==> src/aits_pkg.sv <==
// Shared constants and types for the trigger and acquisition sequencer.
package aits_pkg;

    // Dataflow selections.
    localparam logic [1:0] MODE_POST = 2'h0;
    localparam logic [1:0] MODE_PRE = 2'h1;
    localparam logic [1:0] MODE_ABOUT = 2'h2;

    // Widths of the list index, multiscan count, counters and samples.
    localparam int CGL_W = 10;
    localparam int SCAN_W = 9;
    localparam int CNT_W = 24;
    localparam int DATA_W = 16;

    localparam logic [CGL_W-1:0] CGL_FIRST = 10'h000;
    localparam logic [SCAN_W-1:0] SCAN_ZERO = 9'h000;
    localparam logic [SCAN_W-1:0] SCAN_ONE = 9'h001;
    localparam logic [CNT_W-1:0] CNT_ZERO = 24'h00_0000;
    localparam logic [CNT_W-1:0] CNT_ONE = 24'h00_0001;

    // Sequencer states, one-hot.
    typedef enum logic [3:0] {
        ST_IDLE = 4'h1,
        ST_WAIT_TRIG = 4'h2,
        ST_SCAN = 4'h4,
        ST_WAIT_RETRIG = 4'h8
    } aits_state_t;

endpackage : aits_pkg

==> src/aits_edge_sync.sv <==
// Two-flop synchroniser and single-cycle edge detector for the trigger pin.
`timescale 1ns/1ps
module aits_edge_sync
    import aits_pkg::*;
(
    input wire logic clk_sys, // System clock.
    input wire logic rst_b, // Asynchronous reset, active low.
    input wire logic pinIn, // Raw asynchronous trigger pin.
    input wire logic risingSel, // High selects rising edges, low falling.
    output logic edgeEvent // One-cycle pulse per qualifying edge.
);

    logic syncA_reg;
    logic syncB_reg;
    logic prev_reg;
    logic edgeEvent_reg;
    logic edgeNext;

    // The first flop feeds only the second; edges are taken from the second.
    always_comb begin
        if (risingSel) begin
            edgeNext = syncB_reg & ~prev_reg;
        end else begin
            edgeNext = ~syncB_reg & prev_reg;
        end
    end

    always_ff @(posedge clk_sys or negedge rst_b) begin
        if (!rst_b) begin
            syncA_reg <= 1'b0;
            syncB_reg <= 1'b0;
            prev_reg <= 1'b0;
            edgeEvent_reg <= 1'b0;
        end else begin
            syncA_reg <= pinIn;
            syncB_reg <= syncA_reg;
            prev_reg <= syncB_reg;
            edgeEvent_reg <= edgeNext;
        end
    end

    assign edgeEvent = edgeEvent_reg;

endmodule : aits_edge_sync

==> src/aits_retrig_timer.sv <==
// Internal retrigger clock: periodic one-cycle tick while running.
`timescale 1ns/1ps
module aits_retrig_timer
    import aits_pkg::*;
(
    input wire logic clk_sys, // System clock.
    input wire logic rst_b, // Asynchronous reset, active low.
    input wire logic run, // Timer counts while high.
    input wire logic restart, // Reload the period, phase restarts.
    input wire logic [CNT_W-1:0] period, // Retrigger period in clock cycles.
    output logic tick // One-cycle pulse each period.
);

    logic [CNT_W-1:0] count_reg;
    logic [CNT_W-1:0] countNext;
    logic tick_reg;
    logic tickNext;

    always_comb begin
        countNext = count_reg;
        tickNext = 1'b0;
        if (restart || !run) begin
            countNext = period;
        end else if (count_reg <= CNT_ONE) begin
            countNext = period;
            tickNext = 1'b1;
        end else begin
            countNext = count_reg - CNT_ONE;
        end
    end

    always_ff @(posedge clk_sys or negedge rst_b) begin
        if (!rst_b) begin
            count_reg <= CNT_ZERO;
            tick_reg <= 1'b0;
        end else begin
            count_reg <= countNext;
            tick_reg <= tickNext;
        end
    end

    assign tick = tick_reg;

endmodule : aits_retrig_timer

==> src/aits_seq.sv <==
// Analog-input trigger and acquisition sequencer, top level.
//
// Behaviour
// - The host start command is the software trigger and launches conversions.
// - External trigger event on the configured rising or falling edge.
// - Three modes: post-trigger, pre-trigger and about-trigger.
// - Post-trigger source is selectable: software start or external edge.
// - Post mode starts on post-trigger event, ends at sample count or stop.
// - Untriggered scan: one sample per clock pulse, list wraps, runs until the acquisition ends.
// - Triggered scan: multiscan passes per trigger, then wait for retrigger.
// - Post mode with triggered scan keeps acquiring, bursts started by retrigger.
// - Pre mode runs from start to post event; that sample is ignorable.
// - Pre mode with internal retrigger repeats bursts, halts on post event.
// - About mode starts as pre data, switches to post tagging on event.
// - About mode ends at post sample count or host stop.
// - About mode event mid-burst finishes burst as post; later bursts post.
// - Output samples are offset binary.
// - Multiscan count accepts values up to 256.
// - External retrigger edges during a burst are ignored.
// - Internal flags mark each sample pre or post, outside the data word.
`timescale 1ns/1ps
module aits_seq
    import aits_pkg::*;
(
    input wire logic clk_sys, // System clock, 10 MHz.
    input wire logic rst_b, // Asynchronous reset, active low.
    input wire logic startCmd, // Host start pulse, the software trigger.
    input wire logic stopCmd, // Host stop pulse.
    input wire logic [1:0] dataflowMode, // Post, pre or about trigger.
    input wire logic postTrigSrcExt, // Post-trigger source: 1 external edge, 0 software.
    input wire logic trigRisingEdge, // External edge polarity: 1 rising, 0 falling.
    input wire logic trigScanEn, // Triggered scan enable.
    input wire logic retrigExt, // Retrigger source: 1 external edge, 0 internal.
    input wire logic [SCAN_W-1:0] multiscanCount, // Passes per trigger, 1 to 256.
    input wire logic [CGL_W-1:0] cglLastEntry, // Index of last list entry.
    input wire logic [CNT_W-1:0] postSampleCount, // Post samples to take, 0 is unlimited.
    input wire logic [CNT_W-1:0] retrigPeriod, // Internal retrigger period in cycles.
    input wire logic sampleClk, // Sample clock pulse, same domain.
    input wire logic extTrigPin, // External TTL trigger, asynchronous.
    input wire logic adcValid, // Converter result strobe.
    input wire logic [DATA_W-1:0] adcSigned, // Converter result, two's complement.
    output logic convStart, // Pulse: start one conversion.
    output logic [CGL_W-1:0] convEntry, // List entry of that conversion.
    output logic convPost, // Flag: that conversion is post-trigger.
    output logic convIgnore, // Flag: that conversion is the ignorable one.
    output logic busy, // Acquisition in progress.
    output logic postPhase, // Post-trigger data now being taken.
    output logic sampleOutValid, // Pulse: sample word valid.
    output logic [DATA_W-1:0] sampleOut, // Sample word, offset binary.
    output logic sampleOutPost // Flag of that sample, kept beside the word.
);

    aits_state_t state_reg;
    aits_state_t stateNext;
    logic [CGL_W-1:0] cglPos_reg;
    logic [CGL_W-1:0] cglPosNext;
    logic [SCAN_W-1:0] scanCnt_reg;
    logic [SCAN_W-1:0] scanCntNext;
    logic [CNT_W-1:0] postTaken_reg;
    logic [CNT_W-1:0] postTakenNext;
    logic postPhase_reg;
    logic postPhaseNext;
    logic ignorePend_reg;
    logic ignorePendNext;
    logic convStart_reg;
    logic convStartNext;
    logic [CGL_W-1:0] convEntry_reg;
    logic [CGL_W-1:0] convEntryNext;
    logic convPost_reg;
    logic convPostNext;
    logic convIgnore_reg;
    logic convIgnoreNext;
    logic busy_reg;
    logic extEvent;
    logic timerTick;
    logic timerRestart;
    logic timerRun;
    logic retrigHit;
    logic listEnd;
    logic burstDone;
    logic countDone;
    logic prePostMode;

    ////////////////////////////////////////////////////////////////////////////
    // edge polarity
    aits_edge_sync u_edge (
        .clk_sys(clk_sys),
        .rst_b(rst_b),
        .pinIn(extTrigPin),
        .risingSel(trigRisingEdge),
        .edgeEvent(extEvent)
    );

    // The timer free-runs through scanning and the retrigger wait so retrigger spacing
    // does not depend on how long a burst took.
    assign timerRun = (state_reg == ST_SCAN) || (state_reg == ST_WAIT_RETRIG);

    aits_retrig_timer u_timer (
        .clk_sys(clk_sys),
        .rst_b(rst_b),
        .run(timerRun),
        .restart(timerRestart),
        .period(retrigPeriod),
        .tick(timerTick)
    );

    ////////////////////////////////////////////////////////////////////////////
    // external edge is the post source
    assign prePostMode = (dataflowMode == MODE_PRE) || (dataflowMode == MODE_ABOUT);
    // external retrigger assumed only in post mode
    assign retrigHit = retrigExt ? extEvent : timerTick;
    assign listEnd = (cglPos_reg == cglLastEntry);
    assign burstDone = trigScanEn && listEnd && ((scanCnt_reg + SCAN_ONE) == multiscanCount);
    assign countDone = (postSampleCount != CNT_ZERO) && ((postTaken_reg + CNT_ONE) == postSampleCount);

    always_comb begin
        stateNext = state_reg;
        cglPosNext = cglPos_reg;
        scanCntNext = scanCnt_reg;
        postTakenNext = postTaken_reg;
        postPhaseNext = postPhase_reg;
        ignorePendNext = ignorePend_reg;
        convStartNext = 1'b0;
        convEntryNext = convEntry_reg;
        convPostNext = convPost_reg;
        convIgnoreNext = 1'b0;
        timerRestart = 1'b0;
        case (state_reg)
            ST_IDLE: begin
                if (startCmd) begin
                    cglPosNext = CGL_FIRST;
                    scanCntNext = SCAN_ZERO;
                    postTakenNext = CNT_ZERO;
                    ignorePendNext = 1'b0;
                    if (prePostMode) begin
                        stateNext = ST_SCAN;
                        postPhaseNext = 1'b0;
                        timerRestart = 1'b1;
                    end else if (postTrigSrcExt) begin
                        stateNext = ST_WAIT_TRIG;
                        postPhaseNext = 1'b0;
                    end else begin
                        stateNext = ST_SCAN;
                        postPhaseNext = 1'b1;
                        timerRestart = 1'b1;
                    end
                end
            end
            ST_WAIT_TRIG: begin
                if (extEvent) begin
                    stateNext = ST_SCAN;
                    postPhaseNext = 1'b1;
                    timerRestart = 1'b1;
                end
            end
            ST_SCAN: begin
                if (prePostMode && !postPhase_reg && extEvent) begin
                    if (dataflowMode == MODE_PRE) begin
                        ignorePendNext = 1'b1;
                    end else begin
                        postPhaseNext = 1'b1;
                    end
                end
                if (sampleClk) begin
                    convStartNext = 1'b1;
                    convEntryNext = cglPos_reg;
                    convPostNext = postPhase_reg || ignorePend_reg;
                    if (ignorePend_reg) begin
                        convIgnoreNext = 1'b1;
                        ignorePendNext = 1'b0;
                        stateNext = ST_IDLE;
                    end else begin
                        cglPosNext = listEnd ? CGL_FIRST : cglPos_reg + 10'h001;
                        if (listEnd && trigScanEn) begin
                            scanCntNext = scanCnt_reg + SCAN_ONE;
                        end
                        if (postPhase_reg) begin
                            postTakenNext = postTaken_reg + CNT_ONE;
                        end
                        if (postPhase_reg && countDone) begin
                            stateNext = ST_IDLE;
                        end else if (burstDone) begin
                            stateNext = ST_WAIT_RETRIG;
                        end
                    end
                end
            end
            ST_WAIT_RETRIG: begin
                if (prePostMode && !postPhase_reg && extEvent) begin
                    if (dataflowMode == MODE_PRE) begin
                        stateNext = ST_IDLE;
                    end else begin
                        postPhaseNext = 1'b1;
                    end
                end else if (retrigHit) begin
                    stateNext = ST_SCAN;
                    cglPosNext = CGL_FIRST;
                    scanCntNext = SCAN_ZERO;
                end
            end
            default: begin
                stateNext = ST_IDLE;
            end
        endcase
        if (stopCmd) begin
            stateNext = ST_IDLE;
            ignorePendNext = 1'b0;
        end
    end

    always_ff @(posedge clk_sys or negedge rst_b) begin
        if (!rst_b) begin
            state_reg <= ST_IDLE;
            cglPos_reg <= CGL_FIRST;
            scanCnt_reg <= SCAN_ZERO;
            postTaken_reg <= CNT_ZERO;
            postPhase_reg <= 1'b0;
            ignorePend_reg <= 1'b0;
            convStart_reg <= 1'b0;
            convEntry_reg <= CGL_FIRST;
            convPost_reg <= 1'b0;
            convIgnore_reg <= 1'b0;
            busy_reg <= 1'b0;
        end else begin
            state_reg <= stateNext;
            cglPos_reg <= cglPosNext;
            scanCnt_reg <= scanCntNext;
            postTaken_reg <= postTakenNext;
            postPhase_reg <= postPhaseNext;
            ignorePend_reg <= ignorePendNext;
            convStart_reg <= convStartNext;
            convEntry_reg <= convEntryNext;
            convPost_reg <= convPostNext;
            convIgnore_reg <= convIgnoreNext;
            busy_reg <= (stateNext != ST_IDLE);
        end
    end

    ////////////////////////////////////////////////////////////////////////////
    // The flag stays beside the word rather than inside it, so the data word
    // holds only the converter code, turned to offset binary.
    logic [DATA_W-1:0] sampleOut_reg;
    logic [DATA_W-1:0] sampleOutNext;
    logic sampleOutValid_reg;
    logic sampleOutPost_reg;
    logic sampleOutPostNext;

    always_comb begin
        sampleOutNext = sampleOut_reg;
        sampleOutPostNext = sampleOutPost_reg;
        if (adcValid) begin
            sampleOutNext = {~adcSigned[DATA_W-1], adcSigned[DATA_W-2:0]};
            sampleOutPostNext = convPost_reg;
        end
    end

    always_ff @(posedge clk_sys or negedge rst_b) begin
        if (!rst_b) begin
            sampleOut_reg <= 16'h0000;
            sampleOutValid_reg <= 1'b0;
            sampleOutPost_reg <= 1'b0;
        end else begin
            sampleOut_reg <= sampleOutNext;
            sampleOutValid_reg <= adcValid;
            sampleOutPost_reg <= sampleOutPostNext;
        end
    end

    assign convStart = convStart_reg;
    assign convEntry = convEntry_reg;
    assign convPost = convPost_reg;
    assign convIgnore = convIgnore_reg;
    assign busy = busy_reg;
    assign postPhase = postPhase_reg;
    assign sampleOut = sampleOut_reg;
    assign sampleOutValid = sampleOutValid_reg;
    assign sampleOutPost = sampleOutPost_reg;

    ////////////////////////////////////////////////////////////////////////////
    property p_sw_start;
        @(posedge clk_sys) disable iff (!rst_b)
        (state_reg == ST_IDLE) && startCmd && !stopCmd && (dataflowMode == MODE_POST) && !postTrigSrcExt
        |=> (state_reg == ST_SCAN) && postPhase_reg && busy_reg;
    endproperty
    a_sw_start: assert property (p_sw_start) else $error("software start did not launch post scan");

    property p_edge_single;
        @(posedge clk_sys) disable iff (!rst_b)
        extEvent |=> !extEvent;
    endproperty
    a_edge_single: assert property (p_edge_single) else $error("trigger event longer than one cycle");

    property p_ext_start;
        @(posedge clk_sys) disable iff (!rst_b)
        (state_reg == ST_WAIT_TRIG) && extEvent && !stopCmd |=> (state_reg == ST_SCAN) && postPhase_reg;
    endproperty
    a_ext_start: assert property (p_ext_start) else $error("external trigger did not start scan");

    property p_stop;
        @(posedge clk_sys) disable iff (!rst_b)
        stopCmd |=> (state_reg == ST_IDLE) && !busy_reg;
    endproperty
    a_stop: assert property (p_stop) else $error("stop did not end acquisition");

    property p_wrap;
        @(posedge clk_sys) disable iff (!rst_b)
        (state_reg == ST_SCAN) && sampleClk && listEnd && !ignorePend_reg |=> (cglPos_reg == CGL_FIRST)
        && convStart_reg && (convEntry_reg == cglLastEntry);
    endproperty
    a_wrap: assert property (p_wrap) else $error("list did not wrap to first entry");

    property p_burst;
        @(posedge clk_sys) disable iff (!rst_b)
        (state_reg == ST_SCAN) && sampleClk && burstDone && !ignorePend_reg && !stopCmd
        && !(postPhase_reg && countDone) |=> (state_reg == ST_WAIT_RETRIG) && convStart_reg && busy_reg;
    endproperty
    a_burst: assert property (p_burst) else $error("burst did not end after multiscan passes");

    property p_ignore_busy;
        @(posedge clk_sys) disable iff (!rst_b)
        (state_reg == ST_SCAN) && extEvent && !sampleClk && !stopCmd |=> $stable(scanCnt_reg) && $stable(cglPos_reg);
    endproperty
    a_ignore_busy: assert property (p_ignore_busy) else $error("edge during burst disturbed scan");

    property p_pre_halt;
        @(posedge clk_sys) disable iff (!rst_b)
        (state_reg == ST_WAIT_RETRIG) && (dataflowMode == MODE_PRE) && !postPhase_reg && extEvent
        |=> (state_reg == ST_IDLE) && !busy_reg;
    endproperty
    a_pre_halt: assert property (p_pre_halt) else $error("pre mode did not halt on post event");

    property p_pre_ignore;
        @(posedge clk_sys) disable iff (!rst_b)
        convStart_reg && convIgnore_reg |-> (state_reg == ST_IDLE) && convPost_reg;
    endproperty
    a_pre_ignore: assert property (p_pre_ignore) else $error("ignorable sample not final");

    property p_about_switch;
        @(posedge clk_sys) disable iff (!rst_b)
        (dataflowMode == MODE_ABOUT) && !postPhase_reg && extEvent && !stopCmd
        && ((state_reg == ST_SCAN) || (state_reg == ST_WAIT_RETRIG)) |=> postPhase_reg;
    endproperty
    a_about_switch: assert property (p_about_switch) else $error("about mode did not switch to post");

    property p_offset;
        @(posedge clk_sys) disable iff (!rst_b)
        adcValid |=> sampleOutValid_reg && (sampleOut_reg == ($past(adcSigned) ^ 16'h8000));
    endproperty
    a_offset: assert property (p_offset) else $error("sample not offset binary");

endmodule : aits_seq

==> config.mk <==
export PLATFORM = sky130hd
export DESIGN_NAME = aits_seq
export DESIGN_NICKNAME = d
export VERILOG_FILES = /design/src/aits_pkg.sv /design/src/aits_edge_sync.sv /design/src/aits_retrig_timer.sv /design/src/aits_seq.sv
export SDC_FILE = /design/constraint.sdc
export NUM_CORES = 1
export LEC_CHECK = 0
export ABC_AREA = 1
export BUFFER_PORTS_ARGS = -buffer_cell sky130_fd_sc_hd__buf_2
export CORE_MARGIN = 5
export CORE_UTILIZATION = 25
export CTS_BUF_LIST = sky130_fd_sc_hd__clkbuf_4 sky130_fd_sc_hd__clkbuf_8 sky130_fd_sc_hd__clkbuf_16
export DETAILED_ROUTE_END_ITERATION = 8
export MAX_ROUTING_LAYER = met4
export PLACE_DENSITY_LB_ADDON = 0.2
export SETUP_SLACK_MARGIN = 0.1
export SLEW_MARGIN = 20
export SYNTH_ARGS = -nofsm -noshare
export SYNTH_HDL_FRONTEND = slang
export SYNTH_SLANG_ARGS = --single-unit
==> constraint.sdc <==
create_clock -name clk_sys -period 4.8 [get_ports clk_sys]
set_clock_uncertainty 0.05 [all_clocks]
set_input_delay 0.96 -clock clk_sys [delete_from_list [all_inputs] [get_ports clk_sys]]
set_output_delay 0.96 -clock clk_sys [all_outputs]
set_load 0.02 [all_outputs]
==> impl_metrics.tcl <==
set metrics [dict create \
    outcome "completed" \
    syn_to_final_growth_pct 19.28 \
    routed_wl_mm 18.95 \
    core-area_um2 26880 \
    cts_tree "yes" \
    drt_iter0_markers 305 \
    place_ws_ns 1.687 \
    cts_buffers 9 \
    r2r_end "scanCnt_reg[5]" \
    fp.dieArea_um2 30650 \
    synth_edf_count 0 \
    critPathTopFamily "simple AND/OR/NAND/NOR gates" \
    ir_worst_vdd_uv 163.3 \
    postRouteAntennaNets 0 \
    cap_violations 0 \
    rsz0062_at_grt "false" \
    cts-resized-gates 0 \
    netlist.area_leader.share_pct 40.04 \
    num_vias 6065 \
    cts.htree.levels 3 \
    comb_power_share_pct 19.8 \
    root_buffer "clkbuf_16" \
    tightest_slew_ns 0.7358 \
    drt-wirelength-per-cell_um 13.82 \
    cts.sinks 110 \
    crit_type "in -> reg" \
    fin_tns_setup_ns 0 \
    slew_headroom_pct 50.72 \
    postPlaceCellArea_um2 7829 \
    min_period_over_period_pct 57.61 \
    power_leakage_nw 3.914 \
    drc_errors 0 \
    hold_path_startpoint "u_edge.syncA_reg" \
    drv_slew 0 \
    post-dp-hpwl_mm 14.63 \
    portBuffers 128 \
    die_y_um 175.1 \
    crit_path_frequent_cell "nand2_1" \
    min_period_ns 2.765 \
    grt_pass1_wl_mm 31.10 \
    setup_viol 0 \
    cp_max_fo 16 \
    reg2reg_slack_ns 2.27 \
    start_util_pct 25.35 \
    nets 1125 \
    cp.required_ns 5.03 \
    gp_congestion 0.8208 \
    switching_share_pct 32.22 \
    firstDrtPassIters 4 \
    ys.flop_type "dfrtp_1" \
    reg2regPathDepth 10 \
    cp_cell_sequence "buf_2 > ha_1 > nor2_1 > nand2_1 > a21oi_1 > nor3_4 > nand2_2 > inv_2 > nand2_1 > o21ai_1" \
    fmax_mhz 361.7 \
    yosys-top-cells-area "dfrtp_1, nand2_1, inv_1, nor2_1, nand3_1" \
    final_area_um2 8127 \
    die_w_um 175.1 \
    cpPeakStageDelay_ns 0.54 \
    layout-drive-gt1-share_pct 22.47 \
    yosysSeqAreaShare_pct 40.42 \
    seqPwrFrac_pct 46.1 \
    syn_area_per_cell_um2 7.621 \
    yosysWarnings 0 \
    grt_max_degree 50 \
    holdPathStages 0 \
    layout_setup_ws_ns 2.035 \
    cts_max_path_buffers 2 \
    hold_path_class "reg -> reg" \
    grt_util_all_layers_pct 12.87 \
    synth_area_um2 6813 \
    final.fill_count 2969 \
    cp-start-kind "input pin" \
    antenna_found_initial 2 \
    synthCells 894 \
    crit_path_end_kind "register" \
    power_frac_clock_pct 34.1 \
    grt.overflow.total 0 \
    crit_slowest_cell "nor3_4" \
    synthArstFlopShare_pct 100.0 \
    cp.arrival_ns 2.99 \
    insertion_delay_ns 0.36 \
    postSynthNetCount 996 \
    synth.distinct_cells 52 \
    cp_num_buf_inv 2 \
    p_int_mw 1.543 \
    clk_pin_slew_ns 0.09 \
    p_per_area_nw_per_um2 280.1 \
    synth_seq_cells 110 \
    r2r-start "state_reg[0]" \
    grt_pass1_vias 6132 \
    ios 129 \
    post_cts_buffers 0 \
    switching_power_mw 0.7333 \
    finalHoldViolCount 0 \
    vias_per_cell 4.424 \
    std_cell_rows 60 \
    whs_endpoint "u_edge.syncB_reg" \
    cts_hold_buffers 0 \
    yosysTopAreaCell "dfrtp_1" \
]
placed cells by master, fill, tap and decap left out, drive strengths merged, types with 5 or more instances in the layout:
| master | synthesis | routed |
|---|---|---|
| inv | 124 | 129 |
| o21ai | 42 | 42 |
| buf | 11 | 132 |
| nor3 | 9 | 9 |
| clkbuf | 3 | 11 |
| xor2 | 18 | 18 |
| nand3 | 75 | 75 |
| or2 | 10 | 10 |
| o22ai | 25 | 25 |
| a21oi | 20 | 20 |
| nand4 | 13 | 13 |
| dfrtp | 109 | 109 |
| nand2 | 232 | 232 |
| nand3b | 6 | 6 |
| a31oi | 5 | 5 |
| ha | 6 | 6 |
| nor4 | 6 | 6 |
| nor2 | 127 | 127 |
| xnor2 | 13 | 13 |
| mux2 | 17 | 17 |
layout make-up:
class	count	area [um2]	share of cell area, %
clock buffer	11	246.5	3.033
antenna	2	5.005	0.06159
clock inverter	5	46.29	0.5697
sequential	110	2754	33.89
multi-input combinational	646	3510	43.19
tap	341	426.7	5.250
inverter	124	465.4	5.727
timing repair buffer	132	673.1	8.283
kinds of logic after synthesis:
| kind of cell | count (synthesis) | share of synthesized area (%) |
|---|---|---|
| XOR/XNOR | 34 | 4.995 |
| AO/OA/AOI/OAI | 105 | 9.036 |
| multiplexers | 21 | 3.398 |
| AND/OR/NAND/NOR | 480 | 32.98 |
| flip-flops | 110 | 40.42 |
| buffers and inverters | 138 | 8.062 |
| adder cells (fa/ha/maj) | 6 | 1.102 |
worst max-delay path by stage:
| stage | start | to | cells past startpoint |
|---|---|---|---|
| finish | dataflowMode[0] | scanCnt_reg[5] | 10 |
| CTS | dataflowMode[1] | scanCnt_reg[5] | 11 |
| detailed placement | dataflowMode[1] | scanCnt_reg[0] | 11 |
| floorplan | dataflowMode[1] | cglPos_reg[9] | 10 |
| global placement | dataflowMode[1] | scanCnt_reg[5] | 11 |
| global route | dataflowMode[1] | scanCnt_reg[5] | 11 |
cell usage after synthesis, types with 8 or more instances:
cell	number
o22ai_1	25
nand2_1	214
o21ai_0	34
dfrtp_1	109
nand2_2	16
mux2_2	17
xnor2_1	13
a21oi_1	20
nor2_4	8
nand4_1	13
o21ai_1	8
xor2_1	18
nor2_2	11
nor2_1	107
nand3_1	71
inv_1	118
power groups by stage:
stage	Sequential, mW	Combinational, mW	Clock [mW]
2_1_floorplan	1.12	0.214	0
3_3_place_gp	1.07	0.460	0
3_5_place_dp	1.07	0.462	0
4_1_cts	1.05	0.463	0.820
5_1_grt	1.06	0.506	0.846
6_report	1.05	0.450	0.777
through the flow:
| step | power [mW] | std cells | hold WS (ns) | utilization (%) |
|---|---|---|---|---|
| 2_1_floorplan | 1.338 | 894 | 0.2812 | - |
| 3_3_place_gp | 1.528 | 1353 | 0.2816 | 29.13 |
| 3_5_place_dp | 1.531 | 1353 | 0.2949 | 29.13 |
| 4_1_cts | 2.334 | 1369 | 0.3232 | 30.22 |
| 5_1_grt | 2.412 | 1371 | 0.3247 | 30.24 |
| 6_report | 2.276 | 1371 | 0.3209 | 30.24 |
metal layers:
metal  part of all wire (%)  GRT usage [%]  vias to the layer above
met5                      0              -                        -
met4                    1.6          3.306                        0
met3                    4.0          2.402                       22
met2                     47          21.30                      119
met1                     47          16.29                     2781
li1                       -              -                     3143
Power figures use the tool's default switching activity.
